## src/inc/cts_consts.vh

```
`ifndef CTS_CONSTS_VH
`define CTS_CONSTS_VH
// time base
`define CTS_CLK_MHZ 100
`define CTS_US_PER_SEC 1000000
`define CTS_US_PER_MS 1000
`define CTS_SEC_PER_HOUR 3600
`define CTS_SEC_PER_MIN 60
// timer figures
`define CTS_INT_PULSE_US 256
`define CTS_HIC_OFF_MS 32
`define CTS_HIC_ON_US 260
`define CTS_USB_MIN 45
`define CTS_PRE_HOURS 4
`define CTS_FAST_H0 5
`define CTS_FAST_H1 8
`define CTS_FAST_H2 12
`define CTS_FAST_H3 20
`define CTS_TMR_DEF 2'h2
// charge phase codes
`define CTS_PH_OFF 2'h0
`define CTS_PH_PRE 2'h1
`define CTS_PH_FAST 2'h2
`define CTS_PH_DONE 2'h3
// fault category codes
`define CTS_FLT_NONE 2'h0
`define CTS_FLT_INPUT 2'h1
`define CTS_FLT_THERM 2'h2
`define CTS_FLT_TIMER 2'h3
// charge configuration codes
`define CTS_CFG_OFF 2'h0
`define CTS_CFG_CHG 2'h1
// hiccup states
`define CTS_HIC_RUN 2'h0
`define CTS_HIC_OFF 2'h1
`define CTS_HIC_TRY 2'h2
// synchronised input count
`define CTS_NSYNC 19
`endif

```

## src/logic/cts_top.v

```verilog
// Operation
// - end charge at voltage above recharge and current below termination; open battery switch.
// - on termination show phase done and pulse interrupt.
// - no termination during input or thermal regulation.
// - termination enable bit low disables automatic termination.
// - four hour limit while battery below low-battery threshold.
// - two-bit fast timer duration field, twelve hours after reset.
// - timer expiry sets fault category timer code and pulses interrupt.
// - timer enable bit low keeps the safety timer inactive.
// - after expiry restart on enable pin toggle, config 00 to 01, enable rise.
// - timer half rate in input regulation, thermal regulation or reduced current.
// - half-rate control bit low keeps the timer at full rate.
// - default mode 100 mA source: 45 minute cap, then stop and high impedance.
// - status pin low while charging, released when done, asleep or disabled.
// - 256 us interrupt pulse on source, good input, removal, done, fault.
// - non-fault events always pulse; faults pulse and latch until read.
// - pending fault blocks new fault pulses except thermistor and input overvoltage; thermistor field live.
// - first fault read returns latched state, second read live state.
// - thermal regulation reduces current and sets status bit; limit field selects.
// - thermal shutdown stops converter, sets thermal code, pulses interrupt.
// - input overvoltage stops switching, sets input code, pulses interrupt.
// - boost overcurrent hiccup: switch off 32 ms, on 260 us, until cleared.
// - boost overcurrent or overvoltage sets boost fault; overvoltage exits boost.
// - phase codes 00 off, 01 precharge, 10 fast, 11 done.
`timescale 1ns/1ps
`include "cts_consts.vh"
module cts_top #(
  parameter [26:0] SEC_CYCLES = `CTS_CLK_MHZ * `CTS_US_PER_SEC,
  parameter [14:0] INT_CYCLES = `CTS_INT_PULSE_US * `CTS_CLK_MHZ,
  parameter [21:0] HIC_OFF_CYCLES = `CTS_HIC_OFF_MS * `CTS_US_PER_MS * `CTS_CLK_MHZ,
  parameter [21:0] HIC_ON_CYCLES = `CTS_HIC_ON_US * `CTS_CLK_MHZ,
  parameter [16:0] PRE_SEC = `CTS_PRE_HOURS * `CTS_SEC_PER_HOUR,
  parameter [16:0] FAST_SEC0 = `CTS_FAST_H0 * `CTS_SEC_PER_HOUR,
  parameter [16:0] FAST_SEC1 = `CTS_FAST_H1 * `CTS_SEC_PER_HOUR,
  parameter [16:0] FAST_SEC2 = `CTS_FAST_H2 * `CTS_SEC_PER_HOUR,
  parameter [16:0] FAST_SEC3 = `CTS_FAST_H3 * `CTS_SEC_PER_HOUR,
  parameter [11:0] USB_SEC = `CTS_USB_MIN * `CTS_SEC_PER_MIN
) (
  input wire sys_clk, // 100 MHz
  input wire rst, // sync, high
  input wire clk_en, // freezes all state
  input wire charge_en_pin_n, // enable pin, low enables
  input wire batt_above_recharge, // comparator
  input wire chg_below_term, // comparator
  input wire batt_below_lowbat, // comparator
  input wire input_current_regulation, // loop flag
  input wire input_voltage_regulation, // loop flag
  input wire thermal_regulation, // loop flag
  input wire thermal_shutdown, // comparator
  input wire input_overvoltage, // comparator
  input wire system_overvoltage, // comparator
  input wire boost_overcurrent, // comparator
  input wire boost_overvoltage, // comparator
  input wire source_identified, // detection done
  input wire good_input, // input qualified
  input wire usb100_source, // 100 mA host seen
  input wire [2:0] ntc_fault_in, // thermistor state
  input wire sleep_mode, // input below battery
  input wire default_mode, // no host control
  input wire term_enable, // termination enable
  input wire timer_enable, // safety timer enable
  input wire timer_dur_we, // duration write strobe
  input wire [1:0] timer_dur_wdata, // duration write data
  input wire [1:0] charge_config, // charge config field
  input wire reduced_current_bit, // reduced current
  input wire half_rate_enable, // half-rate control
  input wire [1:0] thermal_limit_sel, // thermal limit field
  input wire fault_rd, // fault register read
  output reg [7:0] fault_rd_data, // fault register value
  output wire [1:0] charge_phase, // phase status field
  output reg thermal_reg_status, // thermal reg status bit
  output reg [1:0] thermal_limit_out, // to thermal loop
  output reg [1:0] timer_dur_reg, // duration field
  output reg battery_switch_off, // battery switch open
  output reg converter_off, // stop switching
  output reg boost_exit, // leave boost mode
  output reg input_high_impedance, // input in high-z
  output reg reverse_block_switch_on, // hiccup switch
  output reg int_pulse_n, // interrupt, low pulse
  output wire stat_o, // status pin level
  output reg stat_oe // status pin enable
);
  localparam [1:0] ST_OFF = `CTS_PH_OFF, ST_PRE = `CTS_PH_PRE;
  localparam [1:0] ST_FAST = `CTS_PH_FAST, ST_DONE = `CTS_PH_DONE;
  reg [`CTS_NSYNC-1:0] s1_reg, s2_reg, s3_reg, f_reg, fd_reg;
  wire [`CTS_NSYNC-1:0] raw;
  wire [`CTS_NSYNC-1:0] f_next;
  // pin inputs: three flops, filtered value sets once stages two and three are both high, clears when they differ
  assign raw = {sleep_mode, ntc_fault_in, usb100_source, good_input, source_identified,
                boost_overvoltage, boost_overcurrent, system_overvoltage,
                input_overvoltage, thermal_shutdown, thermal_regulation,
                input_voltage_regulation, input_current_regulation, batt_below_lowbat,
                chg_below_term, batt_above_recharge, charge_en_pin_n};
  assign f_next = (s2_reg & s3_reg) | (f_reg & ~(s2_reg ^ s3_reg));
  always @(posedge sys_clk) begin
    if (rst) begin
      s1_reg <= {`CTS_NSYNC{1'b0}};
      s2_reg <= {`CTS_NSYNC{1'b0}};
      s3_reg <= {`CTS_NSYNC{1'b0}};
      f_reg <= {`CTS_NSYNC{1'b0}};
      fd_reg <= {`CTS_NSYNC{1'b0}};
    end else if (clk_en) begin
      s1_reg <= raw;
      s2_reg <= s1_reg;
      s3_reg <= s2_reg;
      f_reg <= f_next;
      fd_reg <= f_reg;
    end
  end
  wire ce_n = f_reg[0], above_rch = f_reg[1];
  wire below_term = f_reg[2], below_low = f_reg[3];
  wire in_reg = f_reg[4] | f_reg[5];
  wire therm_reg = f_reg[6];
  wire tsd = f_reg[7], in_ovp = f_reg[8];
  wire sys_ovp = f_reg[9];
  wire b_oc = f_reg[10];
  wire b_ov = f_reg[11];
  wire [2:0] ntc = f_reg[17:15];
  wire sleep = f_reg[18];
  wire src_rise = f_reg[12] & ~fd_reg[12];
  wire good_rise = f_reg[13] & ~fd_reg[13];
  wire good_fall = ~f_reg[13] & fd_reg[13];
  wire usb100 = f_reg[14];
  wire ovp_rise = in_ovp & ~fd_reg[8];
  wire ce_rise = ce_n & ~fd_reg[0];
  // one-second time base shared by all long timers
  reg [26:0] pre_reg;
  reg half_ph_reg;
  wire sec_tick = (pre_reg == SEC_CYCLES - 27'h1);
  wire half_mode = half_rate_enable & (in_reg | therm_reg | reduced_current_bit);
  wire safety_tick = sec_tick & (~half_mode | half_ph_reg);
  always @(posedge sys_clk) begin
    if (rst) begin
      pre_reg <= 27'h0;
      half_ph_reg <= 1'b0;
    end else if (clk_en) begin
      pre_reg <= sec_tick ? 27'h0 : pre_reg + 27'h1;
      if (sec_tick)
        half_ph_reg <= ~half_ph_reg;
    end
  end
  reg [1:0] st_reg, st_next;
  reg [16:0] tmr_reg;
  reg [16:0] fast_lim;
  reg expired_reg, usb_hiz_reg, ten_d_reg;
  reg [1:0] cfg_d_reg;
  reg [11:0] usb_cnt_reg;
  wire charging = (st_reg == ST_PRE) | (st_reg == ST_FAST);
  // ntc and shutdown block charging; an expired timer keeps it off until restarted
  wire allowed = (charge_config == `CTS_CFG_CHG) & ~ce_n & ~expired_reg & ~(|ntc) &
                 ~usb_hiz_reg & ~tsd & ~in_ovp & ~sleep;
  wire term_ok = term_enable & above_rch & below_term & ~in_reg & ~therm_reg;
  wire [16:0] lim = (st_reg == ST_PRE) ? PRE_SEC : fast_lim;
  wire timer_hit = charging & timer_enable & (tmr_reg >= lim);
  wire restart = ce_rise | (cfg_d_reg == `CTS_CFG_OFF & charge_config == `CTS_CFG_CHG) |
                 (timer_enable & ~ten_d_reg);
  wire done_evt = (st_reg == ST_FAST) & (st_next == ST_DONE);
  assign charge_phase = st_reg;
  // duration select
  always @* begin
    case (timer_dur_reg)
      2'h0: fast_lim = FAST_SEC0;
      2'h1: fast_lim = FAST_SEC1;
      2'h2: fast_lim = FAST_SEC2;
      default: fast_lim = FAST_SEC3;
    endcase
  end
  // charge phase sequencing
  always @* begin
    st_next = st_reg;
    case (st_reg)
      ST_OFF: begin
        if (allowed)
          st_next = below_low ? ST_PRE : ST_FAST;
      end
      ST_PRE: begin
        if (~allowed | timer_hit)
          st_next = ST_OFF;
        else if (~below_low)
          st_next = ST_FAST;
      end
      ST_FAST: begin
        if (~allowed | timer_hit)
          st_next = ST_OFF;
        else if (term_ok)
          st_next = ST_DONE;
      end
      ST_DONE: begin
        if (~allowed)
          st_next = ST_OFF;
        else if (~above_rch)
          st_next = ST_FAST;
      end
      default: st_next = ST_OFF;
    endcase
  end
  // safety timer, expiry flag, usb timer
  always @(posedge sys_clk) begin
    if (rst) begin
      st_reg <= ST_OFF;
      tmr_reg <= 17'h0;
      expired_reg <= 1'b0;
      timer_dur_reg <= `CTS_TMR_DEF;
      cfg_d_reg <= `CTS_CFG_OFF;
      ten_d_reg <= 1'b0;
      usb_cnt_reg <= 12'h0;
      usb_hiz_reg <= 1'b0;
    end else if (clk_en) begin
      st_reg <= st_next;
      cfg_d_reg <= charge_config;
      ten_d_reg <= timer_enable;
      if (timer_dur_we)
        timer_dur_reg <= timer_dur_wdata;
      if (~charging | ~timer_enable)
        tmr_reg <= 17'h0;
      else if (safety_tick)
        tmr_reg <= tmr_reg + 17'h1;
      // expiry wins over a restart in the same cycle
      if (timer_hit)
        expired_reg <= 1'b1;
      else if (restart)
        expired_reg <= 1'b0;
      if (~(default_mode & usb100 & charging))
        usb_cnt_reg <= 12'h0;
      else if (sec_tick & (usb_cnt_reg != USB_SEC))
        usb_cnt_reg <= usb_cnt_reg + 12'h1;
      // a removed source lets default mode leave high-z; host mode stays
      if (default_mode & usb100 & charging & (usb_cnt_reg == USB_SEC))
        usb_hiz_reg <= 1'b1;
      else if (default_mode & ~usb100)
        usb_hiz_reg <= 1'b0;
    end
  end
  // boost hiccup sequence
  reg [1:0] hic_reg, hic_next;
  reg [21:0] hic_cnt_reg;
  wire off_end = (hic_cnt_reg == HIC_OFF_CYCLES - 22'h1);
  wire on_end = (hic_cnt_reg == HIC_ON_CYCLES - 22'h1);
  always @* begin
    hic_next = hic_reg;
    case (hic_reg)
      `CTS_HIC_RUN: begin
        if (b_oc)
          hic_next = `CTS_HIC_OFF;
      end
      `CTS_HIC_OFF: begin
        if (off_end)
          hic_next = `CTS_HIC_TRY;
      end
      `CTS_HIC_TRY: begin
        if (on_end)
          hic_next = b_oc ? `CTS_HIC_OFF : `CTS_HIC_RUN;
      end
      default: hic_next = `CTS_HIC_RUN;
    endcase
  end
  always @(posedge sys_clk) begin
    if (rst) begin
      hic_reg <= `CTS_HIC_RUN;
      hic_cnt_reg <= 22'h0;
      reverse_block_switch_on <= 1'b1;
    end else if (clk_en) begin
      hic_reg <= hic_next;
      hic_cnt_reg <= (hic_next != hic_reg) ? 22'h0 : hic_cnt_reg + 22'h1;
      reverse_block_switch_on <= (hic_next != `CTS_HIC_OFF);
    end
  end
  // fault latch: shutdown outranks input overvoltage outranks expiry
  reg [1:0] lat_cat_reg, cat_d_reg;
  reg lat_boost_reg, boost_d_reg;
  reg [2:0] ntc_d_reg;
  wire [1:0] cat_live = tsd ? `CTS_FLT_THERM : in_ovp ? `CTS_FLT_INPUT :
                        expired_reg ? `CTS_FLT_TIMER : `CTS_FLT_NONE;
  wire boost_live = b_oc | b_ov;
  wire flt_evt = (boost_live & ~boost_d_reg) |
                 ((cat_live != `CTS_FLT_NONE) & (cat_live != cat_d_reg));
  wire pending = lat_boost_reg | (lat_cat_reg != `CTS_FLT_NONE);
  wire ntc_evt = (ntc != ntc_d_reg) & (|ntc);
  always @(posedge sys_clk) begin
    if (rst) begin
      lat_cat_reg <= `CTS_FLT_NONE;
      lat_boost_reg <= 1'b0;
      cat_d_reg <= `CTS_FLT_NONE;
      boost_d_reg <= 1'b0;
      ntc_d_reg <= 3'h0;
      fault_rd_data <= 8'h0;
    end else if (clk_en) begin
      cat_d_reg <= cat_live;
      boost_d_reg <= boost_live;
      ntc_d_reg <= ntc;
      if (fault_rd)
        fault_rd_data <= {default_mode, lat_boost_reg, lat_cat_reg, 1'b0, ntc};
      // a read reloads from live state, so a fault arriving with the read survives
      if (fault_rd) begin
        lat_cat_reg <= cat_live;
        lat_boost_reg <= boost_live;
      end else if (flt_evt & ~pending) begin
        lat_cat_reg <= cat_live;
        lat_boost_reg <= boost_live;
      end
    end
  end
  // interrupt pulse, retriggered by any new event
  reg [14:0] int_cnt_reg;
  wire int_trig = src_rise | good_rise | good_fall | ovp_rise | done_evt |
                  (flt_evt & ~pending) | ntc_evt;
  wire [14:0] int_cnt_next = int_trig ? INT_CYCLES :
                             (int_cnt_reg != 15'h0) ? int_cnt_reg - 15'h1 : 15'h0;
  always @(posedge sys_clk) begin
    if (rst) begin
      int_cnt_reg <= 15'h0;
      int_pulse_n <= 1'b1;
    end else if (clk_en) begin
      int_cnt_reg <= int_cnt_next;
      int_pulse_n <= (int_cnt_next == 15'h0);
    end
  end
  // power stage and pin outputs
  assign stat_o = 1'b0;
  always @(posedge sys_clk) begin
    if (rst) begin
      battery_switch_off <= 1'b0;
      converter_off <= 1'b0;
      boost_exit <= 1'b0;
      input_high_impedance <= 1'b0;
      thermal_reg_status <= 1'b0;
      thermal_limit_out <= 2'h0;
      stat_oe <= 1'b0;
    end else if (clk_en) begin
      battery_switch_off <= (st_next == ST_DONE);
      converter_off <= tsd | in_ovp | sys_ovp | usb_hiz_reg | b_ov;
      boost_exit <= b_ov;
      input_high_impedance <= usb_hiz_reg;
      thermal_reg_status <= therm_reg;
      thermal_limit_out <= thermal_limit_sel;
      stat_oe <= (st_next == ST_PRE) | (st_next == ST_FAST);
    end
  end
endmodule

```

## config.mk

```make
export PLATFORM = sky130hd
export DESIGN_NAME = cts_top
export DESIGN_NICKNAME = d
export VERILOG_FILES = /design/src/logic/cts_top.v
export VERILOG_INCLUDE_DIRS = /design/src /design/src/inc
export SDC_FILE = /design/constraint.sdc
export NUM_CORES = 1
export LEC_CHECK = 0
export BUFFER_PORTS_ARGS = -buffer_cell sky130_fd_sc_hd__clkbuf_2
export CAP_MARGIN = 20
export CORE_ASPECT_RATIO = 0.7
export CORE_MARGIN = 3
export CORE_UTILIZATION = 40
export CTS_BUF_LIST = sky130_fd_sc_hd__clkbuf_8 sky130_fd_sc_hd__clkbuf_16
export CTS_CLUSTER_SIZE = 28
export DETAILED_ROUTE_END_ITERATION = 6
export RECOVER_POWER = 100
export SLEW_MARGIN = 10
export SYNTH_ARGS = -nofsm -noshare
export SYNTH_HDL_FRONTEND = slang
export SYNTH_SLANG_ARGS = --single-unit
```

## constraint.sdc

```tcl
create_clock -name sys_clk -period 5.6 [get_ports sys_clk]
set_clock_uncertainty 0.2 [all_clocks]
set_input_delay 1.12 -clock sys_clk [delete_from_list [all_inputs] [get_ports sys_clk]]
set_output_delay 1.12 -clock sys_clk [all_outputs]
set_load 0.01 [all_outputs]
```

==> impl_metrics.toml, run 1 <==
[status]
outcome = "complete, but fails checks"
violations = "capacitance limit, slew limit"

[global_routing]
antenna_found_initial = 0
grt_pass1_wl_microns = 36250
grt_pass1_vias = 7181
grt.overflow.total = 0
grt_start_max_net_pins = 84
globalRouteTotalUtil = 0.1549

[detailed_routing]
wl_met2_microns = 8577
drt_iter0_drc = 517
finalWirelength_microns = 21650
drtAntennaViolNets = 0
routed-wl-met3_microns = 847
wl_met1_microns = 11900
vias_per_cell = 5.224
drt_pass1_iterations = 5
drc = 0
wire_per_inst_microns = 14.34
vias = 7888
top_layer_used = "met4"

[yosys]
yosysMostFrequentCell = "dfxtp_1"
synth.largest_area_cell = "dfxtp_1"
synth_top_area_frac = 0.4184
netlist-cell-type-count = 69
synth_ff_type = "dfxtp_1"
ys_async_sr_fraction = 0
syn_area_sq_um = 10100
synth-edff-count = 0
ys_seq_area_frac = 0.4184
ys_warn_count = 0
netlist_instances = 1152
synth_area_leaders = "dfxtp_1, mux2i_1, nor2_1"
synth.ff_latch_count = 211
synth_area_per_cell_sq_um = 8.764
yosys-top-cells-count = "dfxtp_1, nor2_1, nand2_1"

[floorplan]
rows = 47
coreArea_sq_um = 24230
start_util = 0.4167
die_x_microns = 195.9
io_pins = 58
die_area_sq_um = 27210
die_h_microns = 138.9

[final_layout]
final_cells = 1510
fill_cells = 2374
regArea_sq_um = 4224
post-route-util = 0.4681
layout-drive-gt1-share = 0.07970
largest_reg_flops = 27
design_area_sq_um = 11340
finalNetCount = 1262
multiInputGateArea_sq_um = 5495
syn_to_final_growth_pct = 12.33
antenna_cells = 0

[setup_path]
arrival_ps = 4950
critPathRequiredTime_ps = 5800
critical_path_class = "flop to flop"
cp-start-kind = "flop"
end_kind = "flop"
cp_max_fo = 14

[timing]
setup_viol_count_final = 0
drv_slew = 125
fin_tns_setup_ps = 0
finalHoldViolations = 0
grt_setup_unrepaired = "false"
fmax_mhz = 210.2
finalCritPeriodShare = 0.8494
fin_ws_ps = 843.1
period_needed_ps = 4757
hold_ws_ps = 261.4
slew_headroom = -0.5104
tightestPinTransition_ps = 2266

[power]
ir_worst_vdd_v = 0.0002209
powerDensity_nw_per_um2 = 340.8
totalPowerFinal_mw = 3.865
power.leakage_nw = 4.459

[run]
maxCapViolations = 2

[placed_design]
place_ws_ps = 978.4
dpl_cell_area_sq_um = 10570
io_buffer_count = 55
hpwl_microns = 14820
place_congestion = 0.8490
dp.cells = 1471

[cts]
cts-root-buf = "clkbuf_16"
clk_latency_ps = 510
ctsHtreeMaxLevel = 1
cts_tree = "built"
cts_sinks = 211
cts.clk_slew.worst_paths_ps = 60
cts_resized = 0
hold_buffers = 0
clockBufferDepth = 3
postCtsSetupBuffers = 0
cts_made_buffers = 22

[min_path]
holdCritPathClass = "flop to flop"
## kinds of logic after synthesis
logic type      after synthesis  share of synthesized area
flops                       211                     0.4184
xor+xnor                     68                    0.05899
mux                          82                    0.08142
buf+inv                      93                    0.03817
fa+ha+maj                    50                    0.06197
compound gates              144                    0.09543
simple gates                503                     0.2453
other cells                   1                  0.0003714
## final timing paths
| kind | cells after the start | end | start | slack, ps |
|---|---|---|---|---|
| worst max-delay path | 17 | int_cnt_reg[2]$_SDFFE_PP0P_ | charge_phase[1]$_SDFFE_PP0P_ | 840 |
| worst min-delay path | 2 | fault_rd_data[0]$_SDFFE_PP0P_ | fault_rd_data[0]$_SDFFE_PP0P_ | 260 |
| worst max register to register | 17 | int_cnt_reg[2]$_SDFFE_PP0P_ | charge_phase[1]$_SDFFE_PP0P_ | 840 |
| worst min register to register | 2 | fault_rd_data[0]$_SDFFE_PP0P_ | fault_rd_data[0]$_SDFFE_PP0P_ | 260 |
## critical path: stages, from the launching register on
cell       delay [ps]
dfxtp_1           410
inv_1             120
ha_1              330
nand2b_1          240
ha_1              300
nand4_1           110
nor3_1            270
nand3b_1          150
a41o_1            300
a21oi_1           170
a21oi_1            60
ha_1              210
nand2_1            80
o221ai_1          160
a2111oi_4         840
clkbuf_1          360
nand2_1            80
o41ai_1           230
## final cells by class
| cell class | instances | area share |
|---|---|---|
| tap | 318 | 0.03508 |
| multi-input combinational | 849 | 0.4846 |
| inverter | 32 | 0.01059 |
| clock inverter | 13 | 0.01842 |
| timing repair buffer | 61 | 0.02549 |
| sequential | 211 | 0.3725 |
| clock buffer | 26 | 0.05340 |
## cell usage in the layout, fill, tap and decap left out, types with 9 or more instances in the layout
| master | synthesis | layout |
|---|---|---|
| nor3_1 | 26 | 26 |
| dfxtp_1 | 211 | 211 |
| inv_1 | 32 | 33 |
| mux2i_1 | 81 | 81 |
| a21oi_1 | 45 | 45 |
| clkbuf_1 | 39 | 24 |
| o21ai_0 | 22 | 22 |
| clkbuf_16 | 0 | 22 |
| nand2_1 | 92 | 92 |
| or3_1 | 12 | 12 |
| nor4_1 | 17 | 17 |
| clkbuf_2 | 0 | 33 |
| ha_1 | 50 | 50 |
| nand3_1 | 35 | 35 |
| xnor2_1 | 42 | 42 |
| a22oi_1 | 25 | 25 |
| xor2_1 | 26 | 26 |
| nand4_1 | 27 | 27 |
| nor2_1 | 203 | 203 |
| and3_1 | 21 | 21 |
| a31oi_1 | 9 | 9 |
## report_power, final
part | leakage [nW] | switching (mW) | internal, mW
clock network | 0.399 | 0.618 | 1.01
registers | 1.71 | 0.0837 | 1.57
logic | 2.35 | 0.356 | 0.233
## layer usage
layer  global-route usage  up-vias
met5                    0        -
met4              0.03112        0
met3              0.02525       20
met2               0.2200      128
met1               0.2447     3642
li1                     -     4098
No activity file was read; power rests on OpenSTA's default activity.
==> inputs of run 2 (changes only) <==
==> constraint.sdc (replaced) <==
create_clock -name sys_clk -period 4.3 [get_ports sys_clk]
set_clock_uncertainty 0.2 [all_clocks]
set_input_delay 0.86 -clock sys_clk [delete_from_list [all_inputs] [get_ports sys_clk]]
set_output_delay 0.86 -clock sys_clk [all_outputs]
set_load 0.01 [all_outputs]
==> impl_metrics.toml, run 2 (synthesis gave the netlist of run 1 again) <==
[placed_design]
hpwl_microns = 15040
dpl_cell_area_sq_um = 10600
place_ws_ps = 271.8
dp.cells = 1475
io_buffer_count = 55
place_congestion = 0.8478

[floorplan]
rows = 47
io_pins = 58
die_h_microns = 138.9
die_area_sq_um = 27210
coreArea_sq_um = 24230
start_util = 0.4167
die_x_microns = 195.9

[global_routing]
grt_pass1_wl_microns = 37350
grt_use_met1 = 0.2523
use_met3 = 0.02477
grt_use_met2 = 0.2294
grt.overflow.total = 0
grt_start_max_net_pins = 68
antenna_found_initial = 0
globalRouteTotalUtil = 0.1596
top_usage_layer = "met1"
grt_pass1_vias = 7420

[power]
totalPowerFinal_mw = 4.831
powerDensity_nw_per_um2 = 427.2
ir_worst_vdd_v = 0.0003013
power.leakage_nw = 4.463

[setup_path]
cp-start-kind = "primary input"
critPathRequiredTime_ps = 4480
cp_max_fo = 56
reg2reg_depth = 17
cp_slowest_cell = "clkbuf_1"
end_kind = "flop"
regToRegSetupSlack_ps = 350
arrival_ps = 4140
max_stage_delay_ps = 1850
critical_path_class = "primary input to flop"
cp_cell_sequence = "clkbuf_1 > inv_1 > and4_1 > a31oi_1 > o41ai_1"

[detailed_routing]
drt_iter0_drc = 439
finalWirelength_microns = 21850
drtAntennaViolNets = 0
vias = 8018
drt_pass1_iterations = 7
drc = 0
vias_per_cell = 5.299
wire_per_inst_microns = 14.44

[cts]
hold_buffers = 0
cts.clk_slew.worst_paths_ps = 60
cts_tree = "built"
cts_made_buffers = 22
clk_latency_ps = 500
clockBufferDepth = 3
cts_sinks = 211
postCtsSetupBuffers = 0
ctsHtreeMaxLevel = 1
cts-root-buf = "clkbuf_16"

[status]
violations = "capacitance limit, slew limit"
outcome = "complete, but fails checks"

[final_layout]
finalNetCount = 1266
antenna_cells = 0
design_area_sq_um = 11310
layout-drive-gt1-share = 0.08536
final_cells = 1513
layout_common_cells = "dfxtp_1, nor2_1, nand2_1"
final_common_cell = "dfxtp_1"
syn_to_final_growth_pct = 12.00
largest_reg_flops = 27

[timing]
finalHoldViolations = 0
fin_ws_ps = 338.5
setup_viol_count_final = 0
fin_tns_setup_ps = 0
tightestPinTransition_ps = 2680
drv_slew = 57
slew_headroom = -0.7864
period_needed_ps = 3962
finalCritPeriodShare = 0.9213
grt_setup_unrepaired = "false"
fmax_mhz = 252.4

[min_path]
holdCritPathClass = "flop to flop"
min_path_cells = 2

[run]
maxCapViolations = 1
==> run 2: layout make-up <==
class	instances	area [sq um]
clock buffers	29	658.1
clock inverters	9	67.56
fillers	2373	12920
inverters	32	120.1
multi-input cells	849	5510
flip-flops and latches	211	4224
well taps	318	397.9
repair buffers	65	329.1
==> run 2: per-layer routing <==
layer / vias up / wire (microns)
met4: 0 / 346
met2: 144 / 8795
met1: 3754 / 11690
met5: - / 0
li1: 4091 / -
met3: 29 / 1021
==> run 2: critical path: cells and delay by family <==
family	cells	cell delay, ps
compound gates	2	260
simple gates	1	460
buf+inv	2	2550
==> run 2: worst paths after layout <==
path / start / to
hold / removal: fault_rd_data[6]$_SDFFE_PP0P_ / fault_rd_data[6]$_SDFFE_PP0P_
setup / recovery: rst / int_cnt_reg[2]$_SDFFE_PP0P_
hold reg to reg: fault_rd_data[6]$_SDFFE_PP0P_ / fault_rd_data[6]$_SDFFE_PP0P_
setup reg to reg: charge_phase[0]$_SDFFE_PP0P_ / int_pulse_n$_SDFFE_PP1P_
==> run 2: metrics by stage <==
step / hold WS [ps] / utilization
final: 260.5 / 0.4667
after global routing: 288.0 / 0.4667
after CTS: 262.2 / 0.4676
after floorplan: 249.2 / -
after global placement: 245.3 / 0.4377
after detailed placement: 250.8 / 0.4377
==> run 2: what timing repair did <==
action | CTS | global route
gates resized for setup | 0 | 2
endpoints found under the setup margin | 0 | 12
hold endpoints to repair | 0 | 0
==> run 2: power breakdown <==
group	leakage (nW)	switching [mW]	internal, mW
Sequential	1.71	0.109	2.04
Clock	0.375	0.768	1.13
Combinational	2.38	0.474	0.308
